$ cat config.mk
export PLATFORM = sky130hd
export DESIGN_NAME = dspmul_core
export DESIGN_NICKNAME = d
export VERILOG_FILES = /design/src/rtl/dspmul_pkg.sv /design/src/rtl/dspmul_core.sv
export SDC_FILE = /design/constraint.sdc
export NUM_CORES = 1
export LEC_CHECK = 0
export BUFFER_PORTS_ARGS = -buffer_cell sky130_fd_sc_hd__buf_4
export CORE_ASPECT_RATIO = 0.8
export CORE_MARGIN = 2
export CORE_UTILIZATION = 55
export DETAILED_ROUTE_END_ITERATION = 12
export PLACE_DENSITY = 0.78
export SETUP_SLACK_MARGIN = 0.5
export SLEW_MARGIN = 10
export SYNTH_ARGS = -nofsm -noshare
export SYNTH_HDL_FRONTEND = slang
export SYNTH_SLANG_ARGS = --single-unit
$ cat constraint.sdc
create_clock -name clk -period 11.65 [get_ports clk]
set_input_delay 1.7475 -clock clk [delete_from_list [all_inputs] [get_ports clk]]
set_output_delay 1.7475 -clock clk [all_outputs]
set_load 0.05 [all_outputs]
$ cat src/rtl/dspmul_pkg.sv
/*
 * Constants and types for the core multiplier.
 * Assumes a single core clock and a synchronous active-high reset.
 */
package dspmul_pkg;
    localparam int OPND_W = 16;
    localparam int EXT_W = 17;
    localparam int PROD_W = 34;
    localparam int RES_W = 32;
    localparam int ACC_W = 40;
    localparam int BYTE_W = 8;
    localparam int FRAC_SHIFT = 1;
    localparam int PIPE_LAT = 1;
    localparam logic [OPND_W-1:0] Q15_MINUS_ONE = 16'h8000;
    localparam logic [RES_W-1:0] RES_RESET = 32'h0000_0000;
    localparam logic [ACC_W-1:0] ACC_RESET = 40'h00_0000_0000;
endpackage

$ cat src/rtl/dspmul_core.sv
/*
 * Core multiplier: 17x17 signed multiply with operand extension, output
 * scaler for 1.31 fraction or 32-bit integer, 40-bit accumulator feed,
 * byte/word integer multiply and a two-accumulator 40-bit adder.
 * Assumes the decoder presents operands and controls with op_valid for one
 * cycle; results appear one cycle later.
 */
// Summary of operation
// - Two 17-bit extended operands are multiplied signed or unsigned as the operation selects.
// - An unsigned operand gets zero in its seventeenth bit.
// - A signed operand gets its top bit copied into its seventeenth bit.
// - The output scaler gives a 1.31 fraction in fractional mode, a 16-bit integer in byte mode and a 32-bit integer otherwise.
// - Products to the accumulator path are extended to 40 bits: zero for unsigned x unsigned integer products and for byte products, sign otherwise.
// - Integer data is two's complement with the top bit as sign.
// - Fractional operands are Q15 with 0x8000 meaning -1.0.
// - A fractional 16x16 multiply is aligned to a 1.31 product.
// - The same multiplier runs signed, unsigned and mixed-sign integer multiplies.
// - Byte operands give a 16-bit result and word operands a 32-bit result.
// - A 40-bit adder/subtracter accumulates products into accumulator A or B.
`timescale 1ns/1ns
`default_nettype none
module dspmul_core
    import dspmul_pkg::*;
(
    input wire logic clk,
    input wire logic srst,
    input wire logic op_valid,
    input wire logic [OPND_W-1:0] opnd_a,
    input wire logic [OPND_W-1:0] opnd_b,
    input wire logic a_signed,
    input wire logic b_signed,
    input wire logic frac_mode,
    input wire logic byte_mode,
    input wire logic acc_en,
    input wire logic acc_sub,
    input wire logic acc_sel,
    output logic res_valid,
    output logic [RES_W-1:0] result,
    output logic [ACC_W-1:0] prod_ext,
    output logic [ACC_W-1:0] acc_a,
    output logic [ACC_W-1:0] acc_b
);

    ////////////////////////////////////////////////////////////////////////
    // operand extension and multiply
    logic [OPND_W-1:0] in_a;
    logic [OPND_W-1:0] in_b;
    logic [EXT_W-1:0] ext_a;
    logic [EXT_W-1:0] ext_b;
    logic signed [PROD_W-1:0] prod;
    logic [RES_W-1:0] scaled;
    logic [ACC_W-1:0] scaled_ext;
    logic eff_a_signed;
    logic eff_b_signed;

    always_comb begin
        // byte operands live in the low byte
        // byte mode under fractional mode is undefined; extension follows a_signed/b_signed only
        if (byte_mode) begin
            in_a = {{BYTE_W{a_signed & opnd_a[BYTE_W-1]}}, opnd_a[BYTE_W-1:0]};
            in_b = {{BYTE_W{b_signed & opnd_b[BYTE_W-1]}}, opnd_b[BYTE_W-1:0]};
        end else begin
            in_a = opnd_a;
            in_b = opnd_b;
        end
        // fractional data is always signed Q15
        eff_a_signed = a_signed | frac_mode;
        eff_b_signed = b_signed | frac_mode;
        ext_a = {eff_a_signed & in_a[OPND_W-1], in_a};
        ext_b = {eff_b_signed & in_b[OPND_W-1], in_b};
        prod = PROD_W'($signed(ext_a) * $signed(ext_b));
        if (frac_mode) begin
            scaled = RES_W'(prod <<< FRAC_SHIFT);
        end else if (byte_mode) begin
            scaled = {{(RES_W-OPND_W){1'b0}}, prod[OPND_W-1:0]};
        end else begin
            scaled = prod[RES_W-1:0];
        end
        // unsigned x unsigned integer products extend with zero
        // mixed-sign word products still fit 32 signed bits, so bit 31 is a true sign
        if (!frac_mode && !eff_a_signed && !eff_b_signed) begin
            scaled_ext = {{(ACC_W-RES_W){1'b0}}, scaled};
        end else begin
            scaled_ext = {{(ACC_W-RES_W){scaled[RES_W-1]}}, scaled};
        end
    end

    ////////////////////////////////////////////////////////////////////////
    // result register and accumulators
    logic next_res_valid;
    logic [RES_W-1:0] next_result;
    logic [ACC_W-1:0] next_prod_ext;
    logic [ACC_W-1:0] next_acc_a;
    logic [ACC_W-1:0] next_acc_b;
    logic [ACC_W-1:0] acc_src;
    logic [ACC_W-1:0] acc_sum;

    always_comb begin
        // no saturation: the 40-bit sum wraps, guard bits absorb growth
        acc_src = acc_sel ? acc_b : acc_a;
        acc_sum = acc_sub ? ACC_W'(acc_src - scaled_ext) : ACC_W'(acc_src + scaled_ext);
        // result and prod_ext hold until the next taken op
        next_res_valid = op_valid;
        next_result = op_valid ? scaled : result;
        next_prod_ext = op_valid ? scaled_ext : prod_ext;
        next_acc_a = acc_a;
        next_acc_b = acc_b;
        if (op_valid && acc_en) begin
            if (acc_sel) begin
                next_acc_b = acc_sum;
            end else begin
                next_acc_a = acc_sum;
            end
        end
    end

    always_ff @(posedge clk) begin
        if (srst) begin
            res_valid <= 1'b0;
            result <= RES_RESET;
            prod_ext <= ACC_RESET;
            acc_a <= ACC_RESET;
            acc_b <= ACC_RESET;
        end else begin
            res_valid <= next_res_valid;
            result <= next_result;
            prod_ext <= next_prod_ext;
            acc_a <= next_acc_a;
            acc_b <= next_acc_b;
        end
    end

    ////////////////////////////////////////////////////////////////////////
    // checks
    // reset clears every output
    chk_reset_clear: assert property (@(posedge clk)
        srst
        |=> !res_valid && result == RES_RESET && prod_ext == ACC_RESET
            && acc_a == ACC_RESET && acc_b == ACC_RESET)
        else $error("outputs not cleared by reset");

    // word products
    chk_frac_minus_one: assert property (@(posedge clk) disable iff (srst)
        op_valid && frac_mode && !byte_mode && opnd_a == Q15_MINUS_ONE && opnd_b == Q15_MINUS_ONE
        |=> result == 32'h8000_0000)
        else $error("q15 -1 times -1 wrong");
    chk_unsigned_word: assert property (@(posedge clk) disable iff (srst)
        op_valid && !frac_mode && !byte_mode && !a_signed && !b_signed
        |=> result == RES_W'($past(opnd_a) * $past(opnd_b)))
        else $error("unsigned product wrong");
    chk_signed_word: assert property (@(posedge clk) disable iff (srst)
        op_valid && !frac_mode && !byte_mode && a_signed && b_signed
        |=> $signed(result) == RES_W'($signed($past(opnd_a)) * $signed($past(opnd_b))))
        else $error("signed product wrong");
    chk_mixed_sign: assert property (@(posedge clk) disable iff (srst)
        op_valid && !frac_mode && !byte_mode && a_signed && !b_signed
        |=> $signed(result) == RES_W'($signed($past(opnd_a)) * $signed({1'b0, $past(opnd_b)})))
        else $error("mixed sign product wrong");
    chk_mixed_sign_b: assert property (@(posedge clk) disable iff (srst)
        op_valid && !frac_mode && !byte_mode && !a_signed && b_signed
        |=> $signed(result) == RES_W'($signed({1'b0, $past(opnd_a)}) * $signed($past(opnd_b))))
        else $error("mixed sign b product wrong");
    chk_unsigned_ext: assert property (@(posedge clk) disable iff (srst)
        op_valid && !frac_mode && !a_signed && !b_signed
        |=> prod_ext[ACC_W-1:RES_W] == 8'h00)
        else $error("unsigned product not zero extended");

    // fractional products
    chk_frac_align: assert property (@(posedge clk) disable iff (srst)
        op_valid && frac_mode && !byte_mode
        |=> result == RES_W'(($signed($past(opnd_a)) * $signed($past(opnd_b))) * 2))
        else $error("fraction product not aligned");

    // byte products
    chk_byte_width: assert property (@(posedge clk) disable iff (srst)
        op_valid && byte_mode && !frac_mode
        |=> result[RES_W-1:OPND_W] == 16'h0000)
        else $error("byte result too wide");
    chk_byte_unsigned: assert property (@(posedge clk) disable iff (srst)
        op_valid && byte_mode && !frac_mode && !a_signed && !b_signed
        |=> result[OPND_W-1:0] == OPND_W'($past(opnd_a[BYTE_W-1:0]) * $past(opnd_b[BYTE_W-1:0])))
        else $error("unsigned byte product wrong");
    chk_byte_signed: assert property (@(posedge clk) disable iff (srst)
        op_valid && byte_mode && !frac_mode && a_signed && b_signed
        |=> result[OPND_W-1:0] == OPND_W'($signed($past(opnd_a[BYTE_W-1:0])) * $signed($past(opnd_b[BYTE_W-1:0]))))
        else $error("signed byte product wrong");

    // 40-bit extension and accumulators
    chk_sign_extend: assert property (@(posedge clk) disable iff (srst)
        op_valid && (a_signed || b_signed || frac_mode)
        |=> prod_ext[ACC_W-1:RES_W] == {(ACC_W-RES_W){result[RES_W-1]}})
        else $error("product not sign extended");
    chk_acc_update: assert property (@(posedge clk) disable iff (srst)
        op_valid && acc_en && !acc_sel && !acc_sub
        |=> acc_a == ACC_W'($past(acc_a) + prod_ext) && acc_b == $past(acc_b))
        else $error("accumulator a update wrong");
    chk_acc_b_sub: assert property (@(posedge clk) disable iff (srst)
        op_valid && acc_en && acc_sel && acc_sub
        |=> acc_b == ACC_W'($past(acc_b) - prod_ext) && acc_a == $past(acc_a))
        else $error("accumulator b subtract wrong");
    chk_acc_hold: assert property (@(posedge clk) disable iff (srst)
        !(op_valid && acc_en)
        |=> acc_a == $past(acc_a) && acc_b == $past(acc_b))
        else $error("accumulator changed without a taken op");
    chk_result_hold: assert property (@(posedge clk) disable iff (srst)
        !op_valid
        |=> result == $past(result) && prod_ext == $past(prod_ext))
        else $error("result changed without a taken op");

    // handshake
    chk_valid_latency: assert property (@(posedge clk) disable iff (srst)
        op_valid |=> res_valid ##1 (res_valid == $past(op_valid)))
        else $error("result valid latency wrong");

    // main scenarios
    cov_frac_mac: cover property (@(posedge clk) disable iff (srst) op_valid && frac_mode && acc_en);
    cov_mixed: cover property (@(posedge clk) disable iff (srst) op_valid && a_signed != b_signed);
    cov_byte: cover property (@(posedge clk) disable iff (srst) op_valid && byte_mode);
    cov_acc_b_sub: cover property (@(posedge clk) disable iff (srst) op_valid && acc_en && acc_sel && acc_sub);
    cov_frac_minus_one: cover property (@(posedge clk) disable iff (srst)
        op_valid && frac_mode && opnd_a == Q15_MINUS_ONE && opnd_b == Q15_MINUS_ONE);

endmodule
`default_nettype wire

==> Yosys cells after proc, flatten, opt, wreduce, memory -nomap -nowiden <==
Index checks and enable logic that the tools add are counted.
{ "word_totals": {"regBits": 153, "out_inout_bits": 153} }
{ "op_classes": {"add_sub_neg": 2, "multipliers": 1, "mux": 7, "bitwise": 7, "n_reduce_logical": 8} }
{ "ops": {"columns": ["operator", "count"], "rows": [
  ["$mux 40", 3],
  ["$mux 32", 2],
  ["$add 40x40->40", 1],
  ["$sub 40x40->40", 1],
  ["$mul 17x17->32", 1],
  ["$mux 16", 2],
  ["$and 1x1->1", 4],
  ["$reduce_and 2->1", 2],
  ["$logic_and 1x1->1", 3],
  ["$logic_not 1->1", 3],
  ["$or 1x1->1", 2],
  ["$not 1->1", 1]
]} }

==> Logic depth before layout (Yosys ltp) <==
Gate-level depths: netlist of the first run.
{ "depth": {"depth_word": 9, "mapped_depth": 44, "mapped_depth_nobuf": 42} }

==> Worst setup path before layout of the first run <==
OpenSTA, ideal clock, no wires.
{ "synth_timing": {"kind": "input-to-reg", "startpoint": "input port byte_mode", "endpoint": "register acc_a[39]", "arrival_time_ns": 11.164, "slack_ns": 0.363, "stages": 39, "path_cell_list": "inv_1 -> clkbuf_1 -> buf_1 -> a21o_1 -> clkbuf_1 -> nand2_1 -> fa_1 -> inv_1 -> fa_1 -> fa_1 -> inv_1 -> fa_1 -> inv_1 -> fa_1 -> fa_1 -> ha_1 -> buf_4 -> and3_1 -> [... 3 more ...] -> xor2_1 -> a22oi_1 -> nand3_2 -> a2111oi_0 -> nand2_1 -> nor3_1 -> nor2_1 -> xor2_1 -> ha_1 -> a21o_1 -> a211o_1 -> a21oi_1 -> o31ai_1 -> a21oi_1 -> o21bai_1 -> or4_1 -> o21ai_1 -> mux2_1"} }
{ "synth_via": {"elab_chain_cells": 8, "elab_cells_between_ends": 11, "cone_classes": "2 x add/sub; 1 x mul; 6 x mux; 2 x bitwise"} }
{ "synth_lines": {"columns": ["item", "line", "rtl"], "rows": [
  ["start, declared", "dspmul_core.sv:33", "input wire logic byte_mode,"],
  ["$mux 16", "dspmul_core.sv:59", "if (byte_mode) begin"],
  ["$and 1x1->1 (on tied branches)", "dspmul_core.sv:69, dspmul_core.sv:70", null],
  ["$mul 17x17->32", "dspmul_core.sv:71", "prod = PROD_W'($signed(ext_a) * $signed(ext_b));"],
  ["$mux 32", "dspmul_core.sv:74", "end else if (byte_mode) begin"],
  ["$mux 32 (*)", "dspmul_core.sv:72", "if (frac_mode) begin"],
  ["$mux 40 (*)", "dspmul_core.sv:81", "if (!frac_mode && !eff_a_signed && !eff_b_signed) begin"],
  ["$add 40x40->40 or $sub 40x40->40 (tied branches)", "dspmul_core.sv:101", "acc_sum = acc_sub ? ACC_W'(acc_src - scaled_ext) : ACC_W'(acc_src + scaled_ext);"],
  ["$mux 40 (*)", "dspmul_core.sv:101", null],
  ["end signal, assigned", "dspmul_core.sv:128", "acc_a <= next_acc_a;"],
  ["end, declared", "dspmul_core.sv:40", "output logic [ACC_W-1:0] acc_a,"]
]} }
Mark *: on every way between the ends. The rest lies on a longest branch, timed or not.
A chain may end at the register's enable or synchronous reset.

==> Final worst setup path of the first run <==
Same ends and word-level chain as after synthesis.

==> results.md, run 1 <==
- RSZ-0062 raised after global routing: no
- Simple-Gate Fraction of Synth Area: 17.9%
- Largest fanout on the critical path: 11
- Hold_buf cts: 0
- GRT overflow: 0
- XOR/XNOR Fraction of Synth Area: ~4.2%
- Clock Path Buffers: 2
- Iter 0 DRT Violations: 1161
- Syn Nets: around 2700
- Maxcap violations: 0
- Hold Path Class: reg2reg
- Crit start category: input port
- Top cell type's share of synthesized area: between 20 and 30%
- Die Y: 170 um
- Adder-cell share of the synthesized area: between 30% and 40%
- Initial core utilization: between 50% and 60%
- R2R setup slack: roughly 7300 ps
- Die area: ~36000 um^2
- Status: completed
- Global-route wire length before repair: between 80 and 90 mm
- CTS tree: built
- IO buf count: about 190
- Root Buffer: clkbuf_16
- Mux contribution to synthesized area: under 10%
- Setup WS post-layout: 789 ps
- Vias: 16329
- Worst-Margin Slew: ~1200 ps
- Kind of critical path: in2reg
- Pre-CTS setup slack: -18.4 ps
- Global Route Usage Sum: a little under 30%
- Crit end category: flip-flop
- Layout cells sized above 1: approximately 17%
- Mapped Cells: 2289
- Post-route ant nets: 0
- Num ports: just under 200
- CP arrival: about 11000 ps
- Core ar.: about 34000 um^2
- Initial antenna violation count: 0
- Post-Route Skew: between 6 and 7 ps
- Largest net degree at the start of global routing: around 120
- Count leader, synth: nand2_1
- Final setup fails: 0
- Top cells by area, synth: fa_1 30%, dfxtp_1 12%, ha_1 8.0%
- Post-DP HPWL: 40.2 mm
- DR vias/cell: around 5.7
- Hold Slack: 470 ps
- Seq/Total Area, Yosys: around an eighth
- Placed cell areas: ~21000 um^2
- Most frequent cells after synthesis: 324 x nand2_1, 315 x inv_1, 283 x fa_1, 167 x nor2_1, 150 x a21oi_1
- Total CTS buffers: 17
- Row count: 60
- Avg Cell Area, Syn: about 8.3 um^2
- Slew Limit Headroom: between 10% and 20%
- Slowest cell on crit path: fa_1
- Final Cycle Share: between 90% and 100%
- Register bit total from synthesis: 114
- # fillers: 2851
- Die Span X: 212 um
- Cell variety after synth: 82
- Post-route cell area: 21600 um^2
- Post-synth EDFFs: 0
- Vias in the first global route: ~16000
- Nets: 2855
- Synth Warn #: 0
- Fin. Hold Viols: 0
- Layout area overhead: 13.5%
- FFs w/ async S/R, synth: 0%
- Routed wire length: 50.6 mm
- First-pass DRT Iterations: 5
- Compound-Gate Fraction of Synth Area: 14.9%
- # DRC: 0
- Clk slew on worst S/H paths: 60 ps
- Post-layout util: between 60% and 70%
- Max H-tree Level: 4
- Largest family of logic cells by synthesized area: adder cells
- Crit path time final: 10860 ps
- Clock sinks: around 110
- Wire per inst: ~18 um
- Max stage delay on crit path: approximately 540 ps
- Clk_lat worst skew: about 430 ps
- Mapped cell area: around 19000 um^2
- Crit path top cell by count: fa_1
- # diodes: 0
- Req. time, crit path: 11970 ps
- Area leader, netlist: fa_1
- Top FF cell, synth: dfxtp_1
- Slew Viols, Final: 0
- GPL Wtd Cong: about 0.95
- FMAX: 92.1 MHz
==> path summary, 6_finish.rpt <==
path | startpoint | to | cells past startpoint
setup / recovery | byte_mode | acc_a[39] | 38
hold / removal | acc_b[10] | acc_b[10] | 2
setup reg to reg | acc_b[0] | acc_b[36] | 17
hold reg to reg | acc_b[10] | acc_b[10] | 2
==> state kept, by name (all words and copies together), names as in the netlist <==
signal     cells
prod_ext       2
res_valid      1
acc_b         40
result        31
acc_a         40
==> worst max-delay path: cells and delay by family <==
kind	cells	cell delay (ps)
simple gates	7	1440
xor+xnor	1	170
buf+inv	7	690
compound gates	14	3040
mux	1	330
fa+ha+maj	8	3720
==> cell usage in the layout (no fill, tap or decap), types with 5 or more instances in the layout <==
cell / n
inv_1: 313
a21oi_2: 5
a22oi_1: 14
or2_2: 8
o22ai_1: 5
clkinv_2: 6
buf_4: 249
nand3_1: 15
fa_1: 282
o21ai_1: 5
nor3_1: 19
a211o_1: 8
clkbuf_16: 17
nor2_1: 166
and3_1: 6
o21a_1: 14
a31oi_1: 16
a21oi_1: 146
nand2b_1: 13
o21ai_0: 34
dfxtp_1: 114
o31ai_1: 8
or3_1: 10
ha_1: 118
mux2i_1: 8
a21o_1: 31
xor2_1: 39
nand2_1: 324
o211ai_1: 8
o21bai_1: 7
nand4_1: 10
and2_1: 122
a21o_4: 9
xnor2_1: 50
mux2_2: 38
nor2b_1: 16
a211oi_1: 51
==> cell type report <==
cell class                 instances  area (um^2)  area share [%]
clock buffer                      20          467            2.16
clock inverter                    11          135           0.626
inverter                         315         1190            5.50
multi-input combinational       1709        15000            69.7
sequential                       114         2280            10.6
tap                              465          582            2.70
timing repair buffer             250         1880            8.72
timing repair inverter             1         7.51          0.0348
==> cells by family (layout without fill, tap and decap cells) <==
family | count (synthesis) | count (layout)
AND/OR/NAND/NOR | 740 | 740
buffers and inverters | 466 | 597
AO/OA/AOI/OAI | 424 | 424
adder cells (fa/ha/maj) | 405 | 405
flip-flops | 114 | 114
XOR/XNOR | 92 | 92
multiplexers | 48 | 48
==> repair_timing <==
| item | CTS | global route |
|---|---|---|
| buffers inserted | 0 | 19 |
| pin swaps | 0 | 16 |
| endpoints found under the setup margin | 2 | 14 |
| resized for setup | 3 | 64 |
| cloned | 0 | 1 |
==> per-layer routing <==
metal | global-route usage [%] | vias to the layer above | part of all wire, %
met1 | 38.9 | 7979 | 43
met5 | 0 | - | 0
met2 | 47.1 | 617 | 47
met3 | 4.30 | 128 | 6.6
met4 | 11.1 | 0 | 3.5
li1 | - | 7605 | -
==> through the flow <==
stage / cells / setup TNS (ps)
6_report: 2885 / 0
5_1_grt: 2885 / 0
4_1_cts: 2865 / 0
3_5_place_dp: 2834 / -18.4
3_3_place_gp: 2834 / 0
2_1_floorplan: 2289 / 0
Power of run 1 is not shown: default switching activity piles up to over one toggle a cycle in this logic, so the estimate is an artifact.
==> run 2: changes to the inputs <==
--- a/config.mk
+++ b/config.mk
@@ -9,5 +9,6 @@
 export CORE_ASPECT_RATIO = 0.8
-export CORE_MARGIN = 2
+export CORE_MARGIN = 5
 export CORE_UTILIZATION = 55
 export DETAILED_ROUTE_END_ITERATION = 12
+export GPL_ROUTABILITY_DRIVEN = 0
 export PLACE_DENSITY = 0.78
==> constraint.sdc (replaced) <==
create_clock -name clk -period 11.65 [get_ports clk]
set_input_delay 1.165 -clock clk [delete_from_list [all_inputs] [get_ports clk]]
set_output_delay 1.165 -clock clk [all_outputs]
set_load 0.05 [all_outputs]
==> run 2 against run 1 <==
Global-route usage decreased by 2.1 points. Die area increased by 6.5%. Routed wire length decreased by 0.70%. Register-to-register slack about the same. Cell count decreased by 1.4%. Via count about the same. Sequential share of layout area increased by 0.23 points. Maximum frequency increased by 2.0%. Critical path type unchanged. Hold slack got worse by 0.60 ps. Core utilization decreased by 1.3 points. Critical endpoint is now acc_b[39].
==> results.md, run 2 (synthesis results as in run 1) <==
- Slowest cell on crit path: fa_1
- Clk_lat worst skew: around 420 ps
- # diodes: 0
- Worst path top cell family by delay: adder cells
- Maxcap violations: 0
- Initial antenna violation count: 0
- Clock sinks: roughly 110
- # DRC: 0
- Post-layout util: between 60% and 70%
- Global-route wire length before repair: 84.4 mm
- Crit end category: flip-flop
- Final setup fails: 0
- CTS tree: built
- Clock Path Buffers: 2
- Post-route ant nets: 0
- Routed wire length: between 50 and 60 mm
- Post-DP HPWL: around 40 mm
- Placed cell areas: approximately 20000 um^2
- Global Route Usage Sum: a little over a quarter
- Vias in the first global route: 16750
- Max stage delay on crit path: approximately 550 ps
- CP arrival: between 10000 and 15000 ps
- Post-CTS Resized: 0
- Largest fanout on the critical path: 18
- DR vias/cell: around 5.7
- Hold Path Class: reg2reg
- Layout cells sized above 1: approximately 14%
- Core ar.: around 34000 um^2
- Hold path start: acc_b[14]
- Post-route cell area: 21100 um^2
- Iter 0 DRT Violations: about 1400
- Status: completed
- GRT overflow: 0
- RSZ-0062 raised after global routing: yes
- Initial core utilization: between 50% and 60%
- Post-CTS Repair Setup Buffers: 0
- IO buf count: ~190
- Fin. Hold Viols: 0
- Crit path time final: around 11000 ps
- Die Y: 176 um
- Nets: 2815
- Pre-CTS setup slack: between 200 and 300 ps
- Die Span X: roughly 220 um
- Crit path top cell by count: fa_1
- Commonest non-fill, non-tap cell in the layout: nand2_1
- Worst-Margin Slew: roughly 1300 ps
- First-pass DRT Iterations: 6
- Setup TNS: 0 ps
- Root Buffer: clkbuf_16
- Max H-tree Level: 4
- Final Cycle Share: roughly 91%
- Clk slew on worst S/H paths: ~60 ps
- Post-Route Skew: roughly 10 ps
- Largest net degree at the start of global routing: between 100 and 150
- Wire per inst: approximately 18 um
- Crit start category: input port
- Vias: between 15000 and 20000
- Biggest regs: acc_a x40, acc_b x40, result x31
- Worst r2r src: acc_b[0]
- Num ports: about 200
- Layout area overhead: 11.1%
- Total CTS buffers: 17
- Kind of critical path: in2reg
- Setup WS post-layout: approximately 1000 ps
- Hold_buf cts: 0
- Row count: 60
- Slew Viols, Final: 0
- Commonest non-fill, non-tap cells in the layout: 324 x nand2_1, 314 x inv_1, 282 x fa_1
- Req. time, crit path: 11950 ps
- Critical Path Source: opnd_b[7]
- Slew Limit Headroom: 15.4%
- Die area: 38400 um^2
- Worst path buffer plus inverter count: 6
- FMAX: 93.9 MHz
-- run 2: final timing paths --
kind	end	slack (ps)	depth (start not counted)
min reg2reg	acc_b[14]	470	2
max reg2reg	acc_b[36]	7250	17
min	acc_b[14]	470	2
max	acc_b[39]	1000	38
-- run 2: worst reg2reg max path, delay by kind of cell, from the launching register on --
kind | cells | cell delay [ps]
AND/OR/NAND/NOR | 3 | 370
AO/OA/AOI/OAI | 8 | 2290
flip-flops | 1 | 320
multiplexers | 1 | 140
buffers and inverters | 2 | 240
adder cells (fa/ha/maj) | 2 | 600
XOR/XNOR | 1 | 270
-- run 2: final cells by class --
class	instances	area [um^2]
inverter	315	1190
clock inverter	9	151
timing repair buffer	210	1580
multi-input combinational	1709	14900
tap	465	582
clock buffer	23	488
timing repair inverter	1	5.00
sequential	114	2280
fill	2855	12700
-- run 2: routing by layer --
metal	part of all wire (%)	global-route usage [%]	wire length, um
met1	41	35.8	20700
met2	49	45.0	24400
met3	6.6	4.06	3340
met4	3.5	8.97	1750
met5	0	0	0
-- run 2: metrics by stage --
step           hold slack (ps)  std cells
2_1_floorplan              683       2289
3_3_place_gp               457       2813
3_5_place_dp               460       2813
4_1_cts                    469       2845
5_1_grt                    495       2846
6_report                   470       2846
Power of run 2 is left out for the same reason.
